--- config.mk ---
export PLATFORM = sky130hd
export DESIGN_NAME = cpu_registers_and_status_flags
export DESIGN_NICKNAME = d
export VERILOG_FILES = /design/src/rtl/cpu_regs_pkg.sv /design/src/rtl/cpu_registers_and_status_flags.sv
export SDC_FILE = /design/constraint.sdc
export NUM_CORES = 1
export LEC_CHECK = 0
export ABC_AREA = 1
export BUFFER_PORTS_ARGS = -buffer_cell sky130_fd_sc_hd__buf_2
export CORE_MARGIN = 2
export CORE_UTILIZATION = 62
export DETAILED_ROUTE_END_ITERATION = 16
export HOLD_SLACK_MARGIN = 0.15
export PLACE_DENSITY = 0.8
export RECOVER_POWER = 25
export SLEW_MARGIN = 20
export SYNTH_ARGS = -nofsm -noshare
export SYNTH_HDL_FRONTEND = slang
export SYNTH_SLANG_ARGS = --single-unit
--- constraint.sdc ---
create_clock -name CLK_SYS -period 38.4 [get_ports CLK_SYS]
set_clock_uncertainty 0.1 [all_clocks]
set_input_delay 5.76 -clock CLK_SYS [delete_from_list [all_inputs] [get_ports CLK_SYS]]
set_output_delay 5.76 -clock CLK_SYS [all_outputs]
set_load 0.05 [all_outputs]
--- src/rtl/cpu_regs_pkg.sv ---
/*
  constants, types and reset image for the core register set block.
  assumes one clock, synchronous reset, and a sequencer outside that
  decodes instructions and feeds one request per accepted cycle.
*/
package cpu_regs_pkg;
  localparam int FLAG_C = 0;
  localparam int FLAG_Z = 1;
  localparam int FLAG_I = 2;
  localparam int FLAG_D = 3;
  localparam int FLAG_B = 4;
  localparam int FLAG_T = 5;
  localparam int FLAG_V = 6;
  localparam int FLAG_N = 7;
  localparam int STACK_PAGE_BIT = 2;
  localparam logic [7:0] STATUS_RESET = 8'h04;
  localparam logic [7:0] ZERO_PAGE = 8'h00;
  localparam logic [7:0] ONE_PAGE = 8'h01;
  localparam logic [15:0] CORE_MODE_ADDR = 16'h003B;
  localparam logic [7:0] CORE_MODE_RESET = 8'h00;
  localparam logic [7:0] SP_RESET = 8'hFF;
  localparam logic [15:0] PC_RESET = 16'h0000;
  localparam logic [4:0] BCD_LIMIT = 5'h09;
  localparam logic [4:0] BCD_ADJUST = 5'h06;

  typedef enum logic [5:0] {
    NOP_OP = 6'h00, LOAD_ACC_OP = 6'h01, LOAD_X_OP = 6'h02, LOAD_Y_OP = 6'h03,
    STORE_ACC_OP = 6'h04, ADD_WITH_CARRY_OP = 6'h05, SUBTRACT_WITH_BORROW_OP = 6'h06,
    BIT_TEST_OP = 6'h07, SHIFT_LEFT_OP = 6'h08, ROTATE_LEFT_OP = 6'h09,
    JUMP_OP = 6'h0A, CALL_OP = 6'h0B, X_TO_STACK_OP = 6'h0C,
    CARRY_RAISE_OP = 6'h10, CARRY_LOWER_OP = 6'h11, IRQ_MASK_RAISE_OP = 6'h12,
    IRQ_MASK_LOWER_OP = 6'h13, DECIMAL_RAISE_OP = 6'h14, DECIMAL_LOWER_OP = 6'h15,
    INDEX_MODE_RAISE_OP = 6'h16, INDEX_MODE_LOWER_OP = 6'h17, OVERFLOW_LOWER_OP = 6'h18,
    PUSH_ACCUMULATOR_OP = 6'h20, POP_ACCUMULATOR_OP = 6'h21, PUSH_STATUS_OP = 6'h22,
    POP_STATUS_OP = 6'h23, PRODUCT_OP = 6'h24, DIVIDE_OP = 6'h25, WAIT_OP = 6'h26,
    OSCILLATOR_HALT_OP = 6'h27, SOFTWARE_BREAK_OP = 6'h28,
    UNSUPPORTED_OP_ONE = 6'h30, UNSUPPORTED_OP_TWO = 6'h31
  } op_type;

  typedef enum logic [4:0] {
    ST_IDLE = 5'b00001, ST_PUSH_LO = 5'b00010, ST_PUSH_PS = 5'b00100,
    ST_WAIT = 5'b01000, ST_HALT = 5'b10000
  } state_type;

  typedef struct packed {
    logic valid;
    op_type op;
    logic [7:0] data;
    logic [7:0] x_data;
    logic [15:0] addr;
    logic [1:0] len;
    logic use_y;
  } request_type;

  typedef struct packed {
    logic we;
    logic [15:0] addr;
    logic [7:0] data;
  } mem_write_type;
endpackage

--- src/rtl/cpu_registers_and_status_flags.sv ---
/*
  programmer-visible register set of the 8-bit core: accumulator, index
  registers, stack pointer and page, program counter, status flags, the
  stack push sequencer and the core mode register.
  assumes the caller fetches memory operands and offers a request only
  while READY is high; memory writes leave on MEM_WR for one cycle.
*/
`timescale 1ns/1ps
module cpu_registers_and_status_flags (
  input wire logic CLK_SYS, // core clock
  input wire logic SRST, // synchronous reset, high
  input wire cpu_regs_pkg::request_type REQ, // decoded operation
  input wire logic IRQ_REQ, // interrupt request level
  input wire logic [15:0] VECTOR, // service address of interrupt or break
  output logic READY, // request may be offered
  output logic [7:0] ACC, // accumulator
  output logic [7:0] IDX_X, // first index register
  output logic [7:0] IDX_Y, // second index register
  output logic [7:0] STACK_PTR, // stack pointer
  output logic [15:0] PC, // program counter
  output logic [7:0] STATUS, // live status flags
  output logic [7:0] CORE_MODE, // core mode register
  output logic [15:0] STACK_ADDR, // address of next push
  output logic [15:0] EFF_ADDR, // indexed operand address
  output cpu_regs_pkg::mem_write_type MEM_WR, // memory write strobe
  output logic IRQ_ACK, // interrupt accepted pulse
  output logic WAITING, // held by wait op
  output logic HALTED, // oscillator stopped
  output logic ILLEGAL_OP, // refused op pulse
  output logic FLAGS_VALID // zero, overflow, negative meaningful
);
  import cpu_regs_pkg::*;

  typedef struct packed {
    state_type state;
    logic [7:0] acc;
    logic [7:0] x;
    logic [7:0] y;
    logic [7:0] sp;
    logic [15:0] pc;
    logic [7:0] status;
    logic [7:0] mode;
    logic [15:0] eff_addr;
    mem_write_type mem_wr;
    logic [15:0] ret;
    logic [7:0] saved_ps;
    logic brk_mark;
    logic push_ps;
    logic ready;
    logic irq_ack;
    logic illegal;
    logic flags_valid;
    logic waiting;
    logic halted;
    logic [15:0] push_addr;
  } regs_type;

  localparam regs_type REGS_RESET = '{
    state: ST_IDLE, acc: 8'h00, x: 8'h00, y: 8'h00, sp: SP_RESET, pc: PC_RESET,
    status: STATUS_RESET, mode: CORE_MODE_RESET, eff_addr: 16'h0000,
    mem_wr: '0, ret: 16'h0000, saved_ps: 8'h00, brk_mark: 1'b0, push_ps: 1'b0,
    ready: 1'b1, irq_ack: 1'b0, illegal: 1'b0, flags_valid: 1'b1, waiting: 1'b0, halted: 1'b0,
    push_addr: {ZERO_PAGE, SP_RESET}};

  regs_type r;
  regs_type next_r;
  logic [9:0] alu_out;
  logic [7:0] op_a;
  logic [15:0] product;
  logic [15:0] quotient;
  logic [15:0] remainder;
  logic [15:0] ret_addr;
  logic irq_take;

  // stack page comes from the mode register bit, low byte from the pointer
  function automatic logic [15:0] stack_addr(input logic [7:0] mode, input logic [7:0] sp);
    stack_addr = {(mode[STACK_PAGE_BIT] ? ONE_PAGE : ZERO_PAGE), sp};
  endfunction

  // zero and negative from a result byte
  function automatic logic [7:0] set_zn(input logic [7:0] st, input logic [7:0] v);
    logic [7:0] s;
    s = st;
    s[FLAG_Z] = (v == 8'h00);
    s[FLAG_N] = v[7];
    set_zn = s;
  endfunction

  // add or subtract, binary or decimal; returns {carry, overflow, result}
  function automatic logic [9:0] alu(input logic [7:0] a, input logic [7:0] b,
                                     input logic cin, input logic sub, input logic dec);
    logic [7:0] bb;
    logic [8:0] s;
    logic [4:0] lo;
    logic [4:0] hi;
    logic v;
    bb = sub ? ~b : b;
    s = {1'b0, a} + {1'b0, bb} + {8'h00, cin};
    v = ~(a[7] ^ bb[7]) & (a[7] ^ s[7]);
    alu = {s[8], v, s[7:0]};
    if (dec && !sub) begin
      // nibble correction; flags other than carry are not trusted here
      lo = {1'b0, a[3:0]} + {1'b0, b[3:0]} + {4'h0, cin};
      if (lo > BCD_LIMIT) begin
        lo = lo + BCD_ADJUST;
      end
      hi = {1'b0, a[7:4]} + {1'b0, b[7:4]} + {4'h0, lo[4]};
      if (hi > BCD_LIMIT) begin
        hi = hi + BCD_ADJUST;
      end
      alu = {hi[4], v, hi[3:0], lo[3:0]};
    end else if (dec) begin
      lo = {1'b0, a[3:0]} - {1'b0, b[3:0]} - {4'h0, ~cin};
      if (lo[4]) begin
        lo = lo - BCD_ADJUST;
      end
      hi = {1'b0, a[7:4]} - {1'b0, b[7:4]} - {4'h0, lo[4]};
      if (hi[4]) begin
        hi = hi - BCD_ADJUST;
      end
      alu = {~hi[4], v, hi[3:0], lo[3:0]};
    end
  endfunction

  // next-state logic for the whole register set
  always_comb begin
    next_r = r;
    next_r.mem_wr.we = 1'b0;
    next_r.irq_ack = 1'b0;
    next_r.illegal = 1'b0;
    irq_take = IRQ_REQ && !r.status[FLAG_I];
    op_a = r.status[FLAG_T] ? REQ.x_data : r.acc;
    alu_out = alu(op_a, REQ.data, r.status[FLAG_C], REQ.op == SUBTRACT_WITH_BORROW_OP,
                  r.status[FLAG_D]);
    product = {8'h00, r.acc} * {8'h00, REQ.data};
    quotient = 16'h0000;
    remainder = 16'h0000;
    if (REQ.data != 8'h00) begin
      quotient = {r.y, r.acc} / {8'h00, REQ.data};
      remainder = {r.y, r.acc} % {8'h00, REQ.data};
    end
    ret_addr = r.pc + {14'h0000, REQ.len};
    case (r.state)
      ST_IDLE: begin
        if (irq_take || (REQ.valid && (REQ.op == SOFTWARE_BREAK_OP || REQ.op == CALL_OP))) begin
          // entry: high return byte now, low byte follows, then status for interrupt and break only
          next_r.ret = irq_take ? r.pc : ret_addr;
          next_r.push_ps = irq_take || REQ.op == SOFTWARE_BREAK_OP;
          next_r.brk_mark = !irq_take;
          next_r.saved_ps = r.status;
          next_r.mem_wr = '{1'b1, stack_addr(r.mode, r.sp), next_r.ret[15:8]};
          next_r.sp = r.sp - 8'h01;
          next_r.state = ST_PUSH_LO;
          if (irq_take || REQ.op == SOFTWARE_BREAK_OP) begin
            next_r.pc = VECTOR;
            next_r.status[FLAG_I] = 1'b1;
            next_r.irq_ack = irq_take;
          end else begin
            next_r.pc = REQ.addr;
          end
        end else if (REQ.valid) begin
          next_r.pc = ret_addr;
          next_r.eff_addr = REQ.addr + {8'h00, REQ.use_y ? r.y : r.x};
          case (REQ.op)
            ADD_WITH_CARRY_OP, SUBTRACT_WITH_BORROW_OP: begin
              next_r.status[FLAG_C] = alu_out[9];
              next_r.status[FLAG_V] = alu_out[8];
              next_r.status = set_zn(next_r.status, alu_out[7:0]);
              next_r.flags_valid = !r.status[FLAG_D];
              if (r.status[FLAG_T]) begin
                next_r.mem_wr = '{1'b1, {ZERO_PAGE, r.x}, alu_out[7:0]};
              end else begin
                next_r.acc = alu_out[7:0];
              end
            end
            LOAD_ACC_OP, POP_ACCUMULATOR_OP: begin
              next_r.acc = REQ.data;
              next_r.status = set_zn(r.status, REQ.data);
              next_r.flags_valid = 1'b1;
              if (REQ.op == POP_ACCUMULATOR_OP) begin
                next_r.sp = r.sp + 8'h01;
              end
            end
            LOAD_X_OP: begin
              next_r.x = REQ.data;
              next_r.status = set_zn(r.status, REQ.data);
              next_r.flags_valid = 1'b1;
            end
            LOAD_Y_OP: begin
              next_r.y = REQ.data;
              next_r.status = set_zn(r.status, REQ.data);
              next_r.flags_valid = 1'b1;
            end
            STORE_ACC_OP: begin
              // the mode register sits in the zero page, not in external memory
              if (REQ.addr == CORE_MODE_ADDR) begin
                next_r.mode = r.acc;
              end else begin
                next_r.mem_wr = '{1'b1, REQ.addr, r.acc};
              end
            end
            BIT_TEST_OP: begin
              next_r.status[FLAG_V] = REQ.data[6];
              next_r.status[FLAG_N] = REQ.data[7];
              next_r.status[FLAG_Z] = ((r.acc & REQ.data) == 8'h00);
              next_r.flags_valid = 1'b1;
            end
            SHIFT_LEFT_OP, ROTATE_LEFT_OP: begin
              next_r.acc = {r.acc[6:0], (REQ.op == ROTATE_LEFT_OP) & r.status[FLAG_C]};
              next_r.status[FLAG_C] = r.acc[7];
              next_r.status = set_zn(next_r.status, next_r.acc);
              next_r.flags_valid = 1'b1;
            end
            JUMP_OP: next_r.pc = REQ.addr;
            X_TO_STACK_OP: next_r.sp = r.x;
            CARRY_RAISE_OP: next_r.status[FLAG_C] = 1'b1;
            CARRY_LOWER_OP: next_r.status[FLAG_C] = 1'b0;
            IRQ_MASK_RAISE_OP: next_r.status[FLAG_I] = 1'b1;
            IRQ_MASK_LOWER_OP: next_r.status[FLAG_I] = 1'b0;
            DECIMAL_RAISE_OP: next_r.status[FLAG_D] = 1'b1;
            DECIMAL_LOWER_OP: next_r.status[FLAG_D] = 1'b0;
            INDEX_MODE_RAISE_OP: next_r.status[FLAG_T] = 1'b1;
            INDEX_MODE_LOWER_OP: next_r.status[FLAG_T] = 1'b0;
            OVERFLOW_LOWER_OP: next_r.status[FLAG_V] = 1'b0;
            PUSH_ACCUMULATOR_OP: begin
              next_r.mem_wr = '{1'b1, stack_addr(r.mode, r.sp), r.acc};
              next_r.sp = r.sp - 8'h01;
            end
            PUSH_STATUS_OP: begin
              next_r.mem_wr = '{1'b1, stack_addr(r.mode, r.sp), r.status};
              next_r.sp = r.sp - 8'h01;
            end
            POP_STATUS_OP: begin
              next_r.status = REQ.data;
              next_r.status[FLAG_B] = 1'b0;
              next_r.sp = r.sp + 8'h01;
            end
            PRODUCT_OP: begin
              next_r.acc = product[7:0];
              next_r.y = product[15:8];
            end
            DIVIDE_OP: begin
              // divide by zero leaves both registers untouched
              if (REQ.data != 8'h00) begin
                next_r.acc = quotient[7:0];
                next_r.y = remainder[7:0];
              end
            end
            WAIT_OP: next_r.state = ST_WAIT;
            OSCILLATOR_HALT_OP: next_r.state = ST_HALT;
            UNSUPPORTED_OP_ONE, UNSUPPORTED_OP_TWO: begin
              next_r.pc = r.pc;
              next_r.illegal = 1'b1;
            end
            default: next_r.pc = ret_addr;
          endcase
        end
      end
      ST_PUSH_LO: begin
        next_r.mem_wr = '{1'b1, stack_addr(r.mode, r.sp), r.ret[7:0]};
        next_r.sp = r.sp - 8'h01;
        next_r.state = r.push_ps ? ST_PUSH_PS : ST_IDLE;
      end
      ST_PUSH_PS: begin
        // break is marked only in the pushed copy, never in the live flags
        next_r.mem_wr = '{1'b1, stack_addr(r.mode, r.sp),
                          r.saved_ps | ({7'h00, r.brk_mark} << FLAG_B)};
        next_r.sp = r.sp - 8'h01;
        next_r.state = ST_IDLE;
      end
      ST_WAIT, ST_HALT: begin
        // any request level wakes; a masked one just resumes execution
        if (IRQ_REQ) begin
          next_r.state = ST_IDLE;
        end
      end
      default: next_r.state = ST_IDLE;
    endcase
    next_r.ready = (next_r.state == ST_IDLE);
    next_r.waiting = (next_r.state == ST_WAIT);
    next_r.halted = (next_r.state == ST_HALT);
    next_r.push_addr = stack_addr(next_r.mode, next_r.sp);
    if (SRST) begin
      next_r = REGS_RESET;
    end
  end

  // register stage only
  always_ff @(posedge CLK_SYS) begin
    r <= next_r;
  end

  // outputs straight from the register stage
  assign READY = r.ready;
  assign ACC = r.acc;
  assign IDX_X = r.x;
  assign IDX_Y = r.y;
  assign STACK_PTR = r.sp;
  assign PC = r.pc;
  assign STATUS = r.status;
  assign CORE_MODE = r.mode;
  assign EFF_ADDR = r.eff_addr;
  assign MEM_WR = r.mem_wr;
  assign IRQ_ACK = r.irq_ack;
  assign ILLEGAL_OP = r.illegal;
  assign FLAGS_VALID = r.flags_valid;
  assign WAITING = r.waiting;
  assign HALTED = r.halted;
  assign STACK_ADDR = r.push_addr;
endmodule

==> flow_metrics.tcl <==
set metrics [dict create \
    status "complete, no violations" \
    num_vias 19200 \
    cp_common_cell "nand2_1" \
    max_stage_delay_ns 0.54 \
    path_max_fanout 20 \
    first_pass_iters 6 \
    worstSetupPathType "primary input to flop" \
    finalSetupViolations 0 \
    diodes 0 \
    synth_common_cells "nand2_1 (543), inv_1 (425), o21ai_0 (241), nor2_1 (224), ha_1 (179)" \
    grt_antenna_before_repair 0 \
    drc 0 \
    clock-root-buffer "clkbuf_16" \
    startpoint_type "primary input" \
    crit_slowest_cell "nor2_1" \
    hpwl_um 45800 \
    synth_most_common_cell "nand2_1" \
    insertion_delay_ns 0.44 \
    hold_class "flop to flop" \
    drt_iter0_markers 2003 \
    via_per_inst 5.92 \
    cts_tree "done" \
    instances_no_fill 3243 \
    drv_slew 0 \
    relSlewSlack_pct 27.1 \
    die_area_mm2 0.0308 \
    fmax_mhz 28.7 \
    cts-htree-levels 4 \
    grt_pass1_vias 17800 \
    synth_top_area_share_pct 14.5 \
    arrival_ns 35.11 \
    postRouteAntennaNets 0 \
    fillers 2779 \
    routabilityCongestion 1.01 \
    core_mm2 0.0289 \
    ys_seq_elements 132 \
    synthTopCellsByArea "dfxtp_1 (14%), ha_1 (12%), nand2_1 (11%), inv_1 (8.7%), o21ai_0 (6.6%)" \
    overflow 0 \
    grt.total_usage_pct 37.3 \
    portBuffers 179 \
    drive_above_1_share_pct 10.3 \
    syn_area_mm2 0.0182 \
    place_area_mm2 0.0185 \
    synth-async-reset-ratio_pct 0 \
    grt_max_degree 75 \
    synth_edf_count 0 \
    critPathRequiredTime_ns 38.64 \
    hold_viol 0 \
    clk_pin_slew_ns 0.07 \
    clock_path_buffers 2 \
    synth_area_leader_cell "dfxtp_1" \
    multi_input_area_mm2 0.0127 \
    rows 62 \
    wl_per_cell_um 18.0 \
    regArea_mm2 0.00264 \
    numCtsBuffers 17 \
    cts_hold_buffers 0 \
    finalCritPeriodShare_pct 90.8 \
    die-height_um 175 \
    wirelength_um 58500 \
    tightestPinTransition_ns 1.09 \
    syn_area_per_cell_um2 6.45 \
    synth.distinct_cells 64 \
    worst_setup_path_end_kind "flop" \
    grt_pass1_wl_um 92500 \
    fin_crit_ns 34.87 \
    dp_cells 3212 \
    syn_inst 2828 \
    area_growth_pct 4.49 \
    die_w_um 175 \
    fin_nets 3136 \
    start_util_pct 63.2 \
    cap_violations 0 \
    ys.flop_type "dfxtp_1" \
    fin_area_mm2 0.0191 \
    clock_sinks 132 \
    tns_ns 0 \
    yosysWarnings 0 \
    seq_area_frac_synth_pct 14.5 \
    top_level_ports 188 \
    rsz0062_at_grt "false" \
]
-- layout by cell type, fill, tap and decap left out, drive strengths merged, types with 34 or more instances in the layout --
master / synthesis / layout
a21oi: 172 / 172
buf: 130 / 139
clkbuf: 77 / 78
dfxtp: 132 / 132
fa: 49 / 49
ha: 179 / 179
inv: 440 / 448
nand2: 580 / 580
nand3: 172 / 172
nor2: 237 / 237
nor3: 34 / 34
o21ai: 263 / 263
xnor2: 39 / 39
xor2: 71 / 71
-- worst max-delay path, delay by kind of cell --
family          cells  cell delay (ns)
buf+inv            32             3.84
compound gates     55             8.83
fa+ha+maj          15             4.70
simple gates       90            11.67
xor+xnor            1             0.18
-- kinds of logic (layout without fill, tap and decap cells) --
family | after synthesis | in the layout | share of synthesized area, %
buffers and inverters | 655 | 679 | 16.2
adder cells (fa/ha/maj) | 228 | 228 | 17.7
AND/OR/NAND/NOR | 1088 | 1088 | 26.7
AO/OA/AOI/OAI | 614 | 614 | 19.7
flip-flops | 132 | 132 | 14.5
other | 1 | 8 | 0.0206
XOR/XNOR | 110 | 110 | 5.28
-- per-layer routing --
metal  vias to the layer above  track usage (%)  share of wire [%]
li1                       9228                -                  -
met1                      8766             50.2                 42
met2                      1024             60.8                 45
met3                       165             5.35                9.7
met4                         0             13.4                3.7
met5                         -                0                  0
-- sequential cells by signal, indices dropped and copies added (netlist names), 7 cells and up --
signal	cells
IDX_X	8
MEM_WR	25
IDX_Y	8
ACC	8
r	22
STACK_PTR	7
CORE_MODE	8
EFF_ADDR	16
PC	16
STATUS	7
-- final cells by class --
| class | count | share of cell area (%) |
|---|---|---|
| multi-input cells | 2048 | 66.5 |
| clock inverters | 14 | 0.880 |
| clock buffers | 17 | 2.23 |
| repair buffers | 200 | 5.13 |
| flip-flops and latches | 132 | 13.9 |
| well taps | 384 | 2.52 |
| inverters | 448 | 8.83 |
-- per-stage QoR --
step | utilization, % | setup WS, ns | hold slack [ns]
finish | 66.0 | 3.53 | 0.368
global route | 66.0 | 0.0889 | 0.386
CTS | 66.3 | 3.54 | 0.368
detailed placement | 64.2 | 3.21 | 0.355
global placement | 64.2 | 4.22 | 0.350
floorplan | - | 6.40 | 0.330
-- timing repair --
item	in CTS	in global routing
setup buffers	0	0
gates resized for setup	0	1
endpoints found under the setup margin	0	9
-- worst paths after layout --
kind | from | end | slack (ns) | cells past startpoint
worst max register to register | IDX_Y[7] | IDX_Y[4] | 9.01 | 193
worst min-delay path | r[22] | r[155] | 0.37 | 2
worst max-delay path | REQ[28] | IDX_Y[4] | 3.53 | 193
worst min register to register | r[22] | r[155] | 0.37 | 2
Power is not shown: default switching activity piles up to over one toggle a cycle in this logic, so the estimate is an artifact.
